==> config.mk <==
export PLATFORM = sky130hd
export DESIGN_NAME = pbpm_top
export DESIGN_NICKNAME = d
export VERILOG_FILES = /design/src/pkg/pbpm_pkg.sv /design/src/pbpm_top.sv
export SDC_FILE = /design/constraint.sdc
export NUM_CORES = 1
export LEC_CHECK = 0
export ABC_AREA = 1
export BUFFER_PORTS_ARGS = -buffer_cell sky130_fd_sc_hd__buf_2
export CORE_MARGIN = 4
export CORE_UTILIZATION = 60
export DETAILED_ROUTE_END_ITERATION = 10
export GPL_TIMING_DRIVEN = 0
export PLACE_DENSITY = 0.83
export SYNTH_ARGS = -nofsm -noshare
export SYNTH_HDL_FRONTEND = slang
export SYNTH_SLANG_ARGS = --single-unit
==> constraint.sdc <==
create_clock -name pclk -period 2.9 [get_ports pclk]
set_input_delay 0 -clock pclk [delete_from_list [all_inputs] [get_ports pclk]]
set_output_delay 0 -clock pclk [all_outputs]
set_load 0.05 [all_outputs]
==> src/pkg/pbpm_pkg.sv <==
// Purpose: constants for the port B/C/D pin mux and port C registers
// Assumes: APB word registers, byte address is four times the index
// Notes:   port C holds pins 0 to 8 and 12 only
package pbpm_pkg;
  // port C geometry
  localparam int          PC_W        = 16;
  localparam logic [15:0] PC_PIN_MASK = 16'h11ff;
  ////////////////////////////////////////////////////////////////////
  // register indices
  localparam logic [3:0] IDX_PULLUP   = 4'h0;
  localparam logic [3:0] IDX_DATA     = 4'h1;
  localparam logic [3:0] IDX_DIR      = 4'h2;
  localparam logic [3:0] IDX_PERSEL   = 4'h3;
  localparam logic [3:0] IDX_IRQ_ASRT = 4'h4;
  localparam logic [3:0] IDX_IRQ_EN   = 4'h5;
  localparam logic [3:0] IDX_IRQ_POL  = 4'h6;
  localparam logic [3:0] IDX_IRQ_PEND = 4'h7;
  localparam logic [3:0] IDX_EDGE     = 4'h8;
  localparam logic [3:0] IDX_PUSHPULL = 4'h9;
  localparam logic [3:0] IDX_RAW      = 4'ha;
  localparam logic [3:0] IDX_DRIVE    = 4'hb;
  localparam logic [3:0] IDX_PIN_FUNC = 4'hc;
  localparam logic [3:0] IDX_CD_FUNC  = 4'hd;
  ////////////////////////////////////////////////////////////////////
  // reset values
  localparam logic [15:0] RST_PULLUP   = 16'hffff;
  localparam logic [15:0] RST_PUSHPULL = 16'hffff;
  localparam logic [15:0] RST_ZERO     = 16'h0000;
  ////////////////////////////////////////////////////////////////////
  // select field positions
  localparam int F_B3 = 0;
  localparam int F_B5 = 2;
  localparam int F_B6 = 4;
  localparam int F_B7 = 6;
  localparam int F_B8 = 8;
  localparam int F_B9 = 10;
  localparam int F_C0 = 12;
  localparam int F_C2 = 13;
  localparam int F_C3 = 14;
  localparam int F_C4 = 15;
  localparam int F_D5 = 0;
  // select codes
  localparam logic [1:0] SEL_GPIO = 2'h0;
  localparam logic [1:0] SEL_FN1  = 2'h1;
  localparam logic [1:0] SEL_FN2  = 2'h2;
  localparam logic [1:0] SEL_FN3  = 2'h3;
  ////////////////////////////////////////////////////////////////////
  // one-hot route of a pin
  typedef logic [3:0] pbpm_route_type;
  localparam pbpm_route_type ROUTE_GPIO = 4'h1;
  localparam pbpm_route_type ROUTE_FN1  = 4'h2;
  localparam pbpm_route_type ROUTE_FN2  = 4'h4;
  localparam pbpm_route_type ROUTE_FN3  = 4'h8;
endpackage : pbpm_pkg

==> src/pbpm_top.sv <==
// Purpose: pin function routing for ports B/C/D, port C registers
// Assumes: APB3 slave, no wait states, pads asynchronous to pclk
// Notes:   routes are one-hot: bit0 gpio, bit1..3 functions in order
//
// Behaviour
// B3: master-out, timer three or pwm source
// B5: timer one, fault three or clock
// external clock only when pll enables it
// shared pins come up as gpio
// B6: uart receive, i2c data or clock
// B7: uart transmit or i2c clock
// B8: i2c clock or can transmit
// B9: i2c data or can receive
// C0: converter A input or comparator A
// C4: converter B input or comparator B
// C2/C3: analog input or converter reference
// D5: crystal or clock, own select register
// port C registers 16 bits, absent read 0
`timescale 1ns/1ps
module pbpm_top #(
  parameter int PADDR_WIDTH = 12
) (
  // clock and reset
  input  wire logic        pclk,
  input  wire logic        presetn,
  // apb slave
  input  wire logic        psel,
  input  wire logic        penable,
  input  wire logic        pwrite,
  input  wire logic [PADDR_WIDTH-1:0] paddr,
  input  wire logic [31:0] pwdata,
  output logic      [31:0] prdata,
  output logic             pready,
  output logic             pslverr,
  // port c pads
  input  wire logic [15:0] portc_pad_in,
  output logic      [15:0] portc_pad_out,
  output logic      [15:0] portc_pad_oe,
  output logic      [15:0] portc_pullup_en,
  output logic      [15:0] portc_drive_high,
  // clock-capable pads and clock generation block
  input  wire logic        pad_b5_in,
  input  wire logic        pad_b6_in,
  input  wire logic        pad_d5_in,
  input  wire logic        pll_external_clock_input_enable,
  output logic             external_clock_input,
  // pin routes
  output pbpm_pkg::pbpm_route_type b3_route,
  output pbpm_pkg::pbpm_route_type b5_route,
  output pbpm_pkg::pbpm_route_type b6_route,
  output pbpm_pkg::pbpm_route_type b7_route,
  output pbpm_pkg::pbpm_route_type b8_route,
  output pbpm_pkg::pbpm_route_type b9_route,
  output pbpm_pkg::pbpm_route_type c0_route,
  output pbpm_pkg::pbpm_route_type c2_route,
  output pbpm_pkg::pbpm_route_type c3_route,
  output pbpm_pkg::pbpm_route_type c4_route,
  output pbpm_pkg::pbpm_route_type d5_route
);
  // elaboration check: decode needs address bits up to six
  if (PADDR_WIDTH < 7) begin : g_paddr_chk
    $error("paddr too narrow");
  end
  ////////////////////////////////////////////////////////////////////
  // registers
  logic [15:0] pullup_reg, data_reg, dir_reg, persel_reg;
  logic [15:0] asrt_reg, ien_reg, pol_reg, edge_reg;
  logic [15:0] pp_reg, drive_reg, pin_sel_reg, cd_sel_reg;
  logic [15:0] pad_s1_reg, pad_s2_reg, pad_prev_reg;
  logic [2:0]  ck_s1_reg, ck_s2_reg;
  logic [31:0] prdata_reg;
  logic        pready_reg, pslverr_reg, ext_clk_reg;
  pbpm_pkg::pbpm_route_type route_reg [11];
  logic [15:0] rd_val, edge_set, pend_val;
  logic [3:0]  idx;
  logic        hit, setup, wr_en, ck_pick;

  // code to one-hot, unused code 3 of a two-way pin stays gpio
  function automatic pbpm_pkg::pbpm_route_type dec(
    input logic [1:0] code,
    input logic       three);
    pbpm_pkg::pbpm_route_type r;
    r = pbpm_pkg::ROUTE_GPIO;
    case (code)
      pbpm_pkg::SEL_FN1: r = pbpm_pkg::ROUTE_FN1;
      pbpm_pkg::SEL_FN2: r = pbpm_pkg::ROUTE_FN2;
      pbpm_pkg::SEL_FN3: r = three ? pbpm_pkg::ROUTE_FN3
                                   : pbpm_pkg::ROUTE_GPIO;
      default:           r = pbpm_pkg::ROUTE_GPIO;
    endcase
    return r;
  endfunction : dec

  // port c pin: gpio unless peripheral on, then pick of two
  function automatic pbpm_pkg::pbpm_route_type cdec(
    input logic per,
    input logic sel);
    pbpm_pkg::pbpm_route_type r;
    r = pbpm_pkg::ROUTE_GPIO;
    if (per) begin
      r = sel ? pbpm_pkg::ROUTE_FN2 : pbpm_pkg::ROUTE_FN1;
    end
    return r;
  endfunction : cdec
  ////////////////////////////////////////////////////////////////////
  // apb decode
  assign idx   = paddr[5:2];
  assign hit   = (paddr[PADDR_WIDTH-1:6] == '0)
               && (paddr[1:0] == 2'h0)
               && (idx <= pbpm_pkg::IDX_CD_FUNC);
  assign setup = psel & ~penable;
  assign wr_en = psel & penable & pwrite & pready_reg & hit;

  // no wait state: answer in the first access cycle
  always_ff @(posedge pclk or negedge presetn) begin
    if (!presetn) begin
      pready_reg  <= 1'b0;
      pslverr_reg <= 1'b0;
      prdata_reg  <= 32'h0000_0000;
    end else begin
      pready_reg  <= setup;
      pslverr_reg <= setup & ~hit;
      if (setup) begin
        prdata_reg <= (hit && !pwrite) ? {16'h0000, rd_val}
                                       : 32'h0000_0000;
      end
    end
  end

  // read mux, absent pins masked to zero
  always_comb begin
    case (idx)
      pbpm_pkg::IDX_PULLUP:   rd_val = pullup_reg;
      pbpm_pkg::IDX_DATA:     rd_val = data_reg;
      pbpm_pkg::IDX_DIR:      rd_val = dir_reg;
      pbpm_pkg::IDX_PERSEL:   rd_val = persel_reg;
      pbpm_pkg::IDX_IRQ_ASRT: rd_val = asrt_reg;
      pbpm_pkg::IDX_IRQ_EN:   rd_val = ien_reg;
      pbpm_pkg::IDX_IRQ_POL:  rd_val = pol_reg;
      pbpm_pkg::IDX_IRQ_PEND: rd_val = pend_val;
      pbpm_pkg::IDX_EDGE:     rd_val = edge_reg;
      pbpm_pkg::IDX_PUSHPULL: rd_val = pp_reg;
      pbpm_pkg::IDX_RAW:      rd_val = pad_s2_reg
                                     & pbpm_pkg::PC_PIN_MASK;
      pbpm_pkg::IDX_DRIVE:    rd_val = drive_reg;
      pbpm_pkg::IDX_PIN_FUNC: rd_val = pin_sel_reg;
      pbpm_pkg::IDX_CD_FUNC:  rd_val = cd_sel_reg;
      default:                rd_val = 16'h0000;
    endcase
  end
  ////////////////////////////////////////////////////////////////////
  // port c control registers, absent bits never stored
  always_ff @(posedge pclk or negedge presetn) begin
    if (!presetn) begin
      pullup_reg <= pbpm_pkg::RST_PULLUP & pbpm_pkg::PC_PIN_MASK;
      data_reg   <= pbpm_pkg::RST_ZERO;
      dir_reg    <= pbpm_pkg::RST_ZERO;
      persel_reg <= pbpm_pkg::RST_ZERO;
      asrt_reg   <= pbpm_pkg::RST_ZERO;
      ien_reg    <= pbpm_pkg::RST_ZERO;
      pol_reg    <= pbpm_pkg::RST_ZERO;
      pp_reg     <= pbpm_pkg::RST_PUSHPULL & pbpm_pkg::PC_PIN_MASK;
      drive_reg  <= pbpm_pkg::RST_ZERO;
    end else if (wr_en) begin
      case (idx)
        pbpm_pkg::IDX_PULLUP:
          pullup_reg <= pwdata[15:0] & pbpm_pkg::PC_PIN_MASK;
        pbpm_pkg::IDX_DATA:
          data_reg   <= pwdata[15:0] & pbpm_pkg::PC_PIN_MASK;
        pbpm_pkg::IDX_DIR:
          dir_reg    <= pwdata[15:0] & pbpm_pkg::PC_PIN_MASK;
        pbpm_pkg::IDX_PERSEL:
          persel_reg <= pwdata[15:0] & pbpm_pkg::PC_PIN_MASK;
        pbpm_pkg::IDX_IRQ_ASRT:
          asrt_reg   <= pwdata[15:0] & pbpm_pkg::PC_PIN_MASK;
        pbpm_pkg::IDX_IRQ_EN:
          ien_reg    <= pwdata[15:0] & pbpm_pkg::PC_PIN_MASK;
        pbpm_pkg::IDX_IRQ_POL:
          pol_reg    <= pwdata[15:0] & pbpm_pkg::PC_PIN_MASK;
        pbpm_pkg::IDX_PUSHPULL:
          pp_reg     <= pwdata[15:0] & pbpm_pkg::PC_PIN_MASK;
        pbpm_pkg::IDX_DRIVE:
          drive_reg  <= pwdata[15:0] & pbpm_pkg::PC_PIN_MASK;
        default: ;
      endcase
    end
  end

  // pin function selects
  always_ff @(posedge pclk or negedge presetn) begin
    if (!presetn) begin
      pin_sel_reg <= pbpm_pkg::RST_ZERO;
      cd_sel_reg  <= pbpm_pkg::RST_ZERO;
    end else if (wr_en && idx == pbpm_pkg::IDX_PIN_FUNC) begin
      pin_sel_reg <= pwdata[15:0];
    end else if (wr_en && idx == pbpm_pkg::IDX_CD_FUNC) begin
      cd_sel_reg  <= {14'h0000, pwdata[1:0]};
    end
  end
  ////////////////////////////////////////////////////////////////////
  // pad synchronisers, edge history taken from the second stage
  always_ff @(posedge pclk or negedge presetn) begin
    if (!presetn) begin
      pad_s1_reg   <= 16'h0000;
      pad_s2_reg   <= 16'h0000;
      pad_prev_reg <= 16'h0000;
      ck_s1_reg    <= 3'h0;
      ck_s2_reg    <= 3'h0;
    end else begin
      pad_s1_reg   <= portc_pad_in;
      pad_s2_reg   <= pad_s1_reg;
      pad_prev_reg <= pad_s2_reg;
      ck_s1_reg    <= {pad_d5_in, pad_b6_in, pad_b5_in};
      ck_s2_reg    <= ck_s1_reg;
    end
  end

  // edge capture: polarity 0 rising, 1 falling; set beats clear
  assign edge_set = ien_reg & pbpm_pkg::PC_PIN_MASK
                  & ((~pol_reg & pad_s2_reg & ~pad_prev_reg)
                  |  (pol_reg & ~pad_s2_reg & pad_prev_reg));
  assign pend_val = (asrt_reg | edge_reg) & ien_reg;

  always_ff @(posedge pclk or negedge presetn) begin
    if (!presetn) begin
      edge_reg <= pbpm_pkg::RST_ZERO;
    end else if (wr_en && idx == pbpm_pkg::IDX_EDGE) begin
      edge_reg <= (edge_reg & ~pwdata[15:0]) | edge_set;
    end else begin
      edge_reg <= edge_reg | edge_set;
    end
  end
  ////////////////////////////////////////////////////////////////////
  // port c pad drive; open drain drives low only, peripheral floats
  always_ff @(posedge pclk or negedge presetn) begin
    if (!presetn) begin
      portc_pad_out    <= 16'h0000;
      portc_pad_oe     <= 16'h0000;
      portc_pullup_en  <= 16'h0000;
      portc_drive_high <= 16'h0000;
    end else begin
      portc_pad_out    <= data_reg & pp_reg;
      portc_pad_oe     <= dir_reg & ~persel_reg
                        & (pp_reg | ~data_reg);
      portc_pullup_en  <= pullup_reg & ~dir_reg;
      portc_drive_high <= drive_reg;
    end
  end

  // pin routing decode
  always_ff @(posedge pclk or negedge presetn) begin
    if (!presetn) begin
      for (int i = 0; i < 11; i++) begin
        route_reg[i] <= pbpm_pkg::ROUTE_GPIO;
      end
    end else begin
      route_reg[0]  <= dec(pin_sel_reg[pbpm_pkg::F_B3 +: 2],
                           1'b1);
      route_reg[1]  <= dec(pin_sel_reg[pbpm_pkg::F_B5 +: 2],
                           1'b1);
      route_reg[2]  <= dec(pin_sel_reg[pbpm_pkg::F_B6 +: 2],
                           1'b1);
      route_reg[3]  <= dec(pin_sel_reg[pbpm_pkg::F_B7 +: 2],
                           1'b0);
      route_reg[4]  <= dec(pin_sel_reg[pbpm_pkg::F_B8 +: 2],
                           1'b0);
      route_reg[5]  <= dec(pin_sel_reg[pbpm_pkg::F_B9 +: 2],
                           1'b0);
      route_reg[6]  <= cdec(persel_reg[0],
                            pin_sel_reg[pbpm_pkg::F_C0]);
      route_reg[7]  <= cdec(persel_reg[2],
                            pin_sel_reg[pbpm_pkg::F_C2]);
      route_reg[8]  <= cdec(persel_reg[3],
                            pin_sel_reg[pbpm_pkg::F_C3]);
      route_reg[9]  <= cdec(persel_reg[4],
                            pin_sel_reg[pbpm_pkg::F_C4]);
      route_reg[10] <= dec(cd_sel_reg[pbpm_pkg::F_D5 +: 2],
                           1'b0);
    end
  end

  // external clock: pick the routed pin, pass only when enabled
  always_comb begin
    ck_pick = 1'b0;
    if (route_reg[1] == pbpm_pkg::ROUTE_FN3) begin
      ck_pick = ck_s2_reg[0];
    end else if (route_reg[2] == pbpm_pkg::ROUTE_FN3) begin
      ck_pick = ck_s2_reg[1];
    end else if (route_reg[10] == pbpm_pkg::ROUTE_FN2) begin
      ck_pick = ck_s2_reg[2];
    end
  end

  always_ff @(posedge pclk or negedge presetn) begin
    if (!presetn) begin
      ext_clk_reg <= 1'b0;
    end else begin
      ext_clk_reg <= pll_external_clock_input_enable & ck_pick;
    end
  end
  ////////////////////////////////////////////////////////////////////
  // outputs
  assign prdata   = prdata_reg;
  assign pready   = pready_reg;
  assign pslverr  = pslverr_reg;
  assign external_clock_input = ext_clk_reg;
  assign b3_route = route_reg[0];
  assign b5_route = route_reg[1];
  assign b6_route = route_reg[2];
  assign b7_route = route_reg[3];
  assign b8_route = route_reg[4];
  assign b9_route = route_reg[5];
  assign c0_route = route_reg[6];
  assign c2_route = route_reg[7];
  assign c3_route = route_reg[8];
  assign c4_route = route_reg[9];
  assign d5_route = route_reg[10];
endmodule : pbpm_top

==> flow_summary.toml <==
[logic_synthesis]
synth_cell_type_count = 33
synth.area.mux_share = 0
synthSimpleGateAreaFrac = 0.2967
syn_inst = 1347
yosysMostFrequentCell = "nand2_1"
ys_ff_latch = 255
synth_compound_area_frac = 0.02955
synth_top_family_by_area = "simple AND/OR/NAND/NOR gates"
synth_area_mm2 = 0.01135
synthTopCellsByCount = "nand2_1 (446), dfrtp_1 (224), nand3_1 (203), nor2_1 (117), inv_1 (116)"
synth_ff_type = "dfrtp_1"
synth_xor_area_frac = 0
yosysTopAreaCell = "dfrtp_1"
async_reset_ff_frac = 1.000
ys_top_cells_by_area = "dfrtp_1 (49%), nand2_1 (15%), nand3_1 (9.0%)"
ys_seq_area_frac = 0.5657
ys.warnings.count = 0
synthAdderAreaFrac = 0.008820
yosysTopAreaCellShare = 0.4939
synth_edf_count = 0
synth_area_per_cell_um2 = 8.425

[power]
pwr-share-clk = 0.460
power_mw = 7.659
p_sw_mw = 1.816
p_seq_frac = 0.471
ir_drop_v = 0.0005497
intPower_mw = 5.843
power.share.combinational = 0.070
power.density_mw_per_mm2 = 549.3
netSwitchingFraction = 0.2371
p_leak_nw = 7.862

[cts]
path_clk_slew_ps = 70
htree_levels = 1
root_buffer = "clkbuf_16"
numCtsBuffers = 26
cts_buffer_depth = 3
worstSkewPairLatency_ps = 530
cts_tree = "done"
clock-sinks = 255
postCtsSetupRepairBufs = 0

[floorplan]
die_w_um = 145.5
dieHeight_um = 145.5
start_util = 0.6087
dieArea_mm2 = 0.02118
core_area_mm2 = 0.01864
row_count = 50
io-pin-count = 212

[finish]
layout.area.seq_mm2 = 0.006420
n_fill_cell = 1374
fin_area_mm2 = 0.01394
num_antenna_cells = 0
syn2layout_area_growth_pct = 22.88
layout-drive-gt1-share = 0.2022
fin_util = 0.7480
finish.net_count = 1684
multi_input_area_mm2 = 0.003983

[hold_path]
holdCritPathClass = "input pin to async pin"

[timing]
worst_slew_pin_slew_ps = 914.6
max_slew_margin = 0.3903
slew_viol_final = 0
period_minus_slack_ps = 2205
fin_crit_sh = 0.7603
rsz0062_at_grt = "false"
skew_ps = 10.19
setup_viol = 0
hold_violations = 0
fmax_mhz = 453.5

[placed_design]
placed_cell_area_mm2 = 0.01259
portBuffers = 141
dp_hpwl_um = 23630
place.gp.congestion = 0.9999

[setup_path]
reg2reg_from = "pready"
critPathLaunchType = "input pin"
required_ps = 3360
arrival_ps = 2670
max_stage_delay_ps = 620
end_kind = "flop"
crit_type = "input pin to flop"
cp.depth = 9
r2r-end = "pin_sel_reg[9]"
ff2ff_setup_slack_ps = 960
path_cells = "dlygate4sd3_1 > buf_2 > nor3b_1 > dlygate4sd3_1 > nand3_1 > nor2_2 > buf_2 > o21ai_1 > nand2_1"
cp_max_fo = 10
crit_slowest_cell = "dlygate4sd3_1"
path_buf_inv = 4
critPathTopFamily = "buffers and inverters"
reg2regPathDepth = 6

[drt]
drt-wirelength-per-cell_um = 18.79
avgViaCountPerCell = 5.535
ant_nets = 0
drt_first_iter_violations = 1053
vias = 10301
dr.pass1.iters = 6
drt-total-wl_um = 34960
drc_errors = 0

[global_route]
grt_max_degree = 119
grt_util_all_layers = 0.3284
grt_first_pass_wirelength_um = 54840
grt_pass1_vias = 10002
antenna_found_initial = 0
grt_overflow = 0

[status]
status = "completed"

[job]
max_cap_violations = 0
==> cell type report <==
type / count / area share
multi-input cells: 915 / 0.2856
flip-flops and latches: 255 / 0.4604
well taps: 234 / 0.02100
plain buffers: 103 / 0.04791
repair buffers: 185 / 0.08614
inverters: 121 / 0.03257
clock buffers: 38 / 0.05787
clock inverters: 10 / 0.008524
==> power by group through the flow <==
stage	Combinational, mW	Clock, mW	Sequential [mW]
floorplan	0.289	0	3.67
global placement	0.462	0	3.67
detailed placement	0.476	0	3.67
CTS	0.522	3.54	3.60
global route	0.568	3.73	3.60
finish	0.533	3.52	3.60
==> worst register-to-register path, stage by stage (launching register included) <==
cell and delay, ps:
dfrtp_1 340, nand2_1 70, nor3_2 270, nand3_1 250, buf_2 260, o21ai_1 140
dlygate4sd3_1 560
==> layer usage <==
metal / share of wire / up-vias / GRT usage
li1: - / 4645 / -
met1: 0.38 / 4952 / 0.4260
met2: 0.47 / 592 / 0.5382
met3: 0.095 / 112 / 0.07287
met4: 0.048 / 0 / 0.1415
met5: 0 / - / 0
==> placed cells by master, fill, tap and decap left out, types with 14 or more instances in the layout <==
| cell type | n |
|---|---|
| nor2_1 | 117 |
| clkbuf_1 | 18 |
| dlygate4sd3_1 | 41 |
| buf_2 | 164 |
| a21oi_1 | 14 |
| nand2_1 | 446 |
| dfstp_2 | 31 |
| dfrtp_1 | 224 |
| conb_1 | 48 |
| buf_4 | 49 |
| clkbuf_16 | 27 |
| inv_1 | 116 |
| o21ai_0 | 30 |
| nand3_1 | 203 |
==> kinds of logic after synthesis <==
kind of cell | Yosys count
AND/OR/NAND/NOR | 795
flip-flops | 255
buffers and inverters | 224
AO/OA/AOI/OAI | 64
adder cells (fa/ha/maj) | 8
other | 1
==> repair_timing <==
action | 4_1_cts | 5_1_grt
gates resized for setup | 0 | 0
hold buffers | 42 | 0
endpoints found under the hold margin | 278 | 0
==> worst max path at each step <==
stage                     slack (ps)       endpoint  startpoint
final                            690     prdata[12]    paddr[8]
after CTS                        710     prdata[12]    paddr[8]
after global placement         -2550  pad_s1_reg[8]     presetn
after floorplan                 1230    edge_reg[0]      pready
after global routing             600     prdata[12]    paddr[8]
after detailed placement        1150     prdata[12]     penable
==> through the flow <==
stage	worst slack [ps]	hold WS (ps)	TNS, ps	std cells
2_1_floorplan	1234	-295.6	0	1394
3_3_place_gp	-2546	108.9	-597590	1769
3_5_place_dp	1148	-80.34	0	1771
4_1_cts	708.8	45.42	0	1861
5_1_grt	603.2	92.39	0	1861
6_report	695.0	70.96	0	1861
Note: power is estimated with default switching activity, not from simulation.
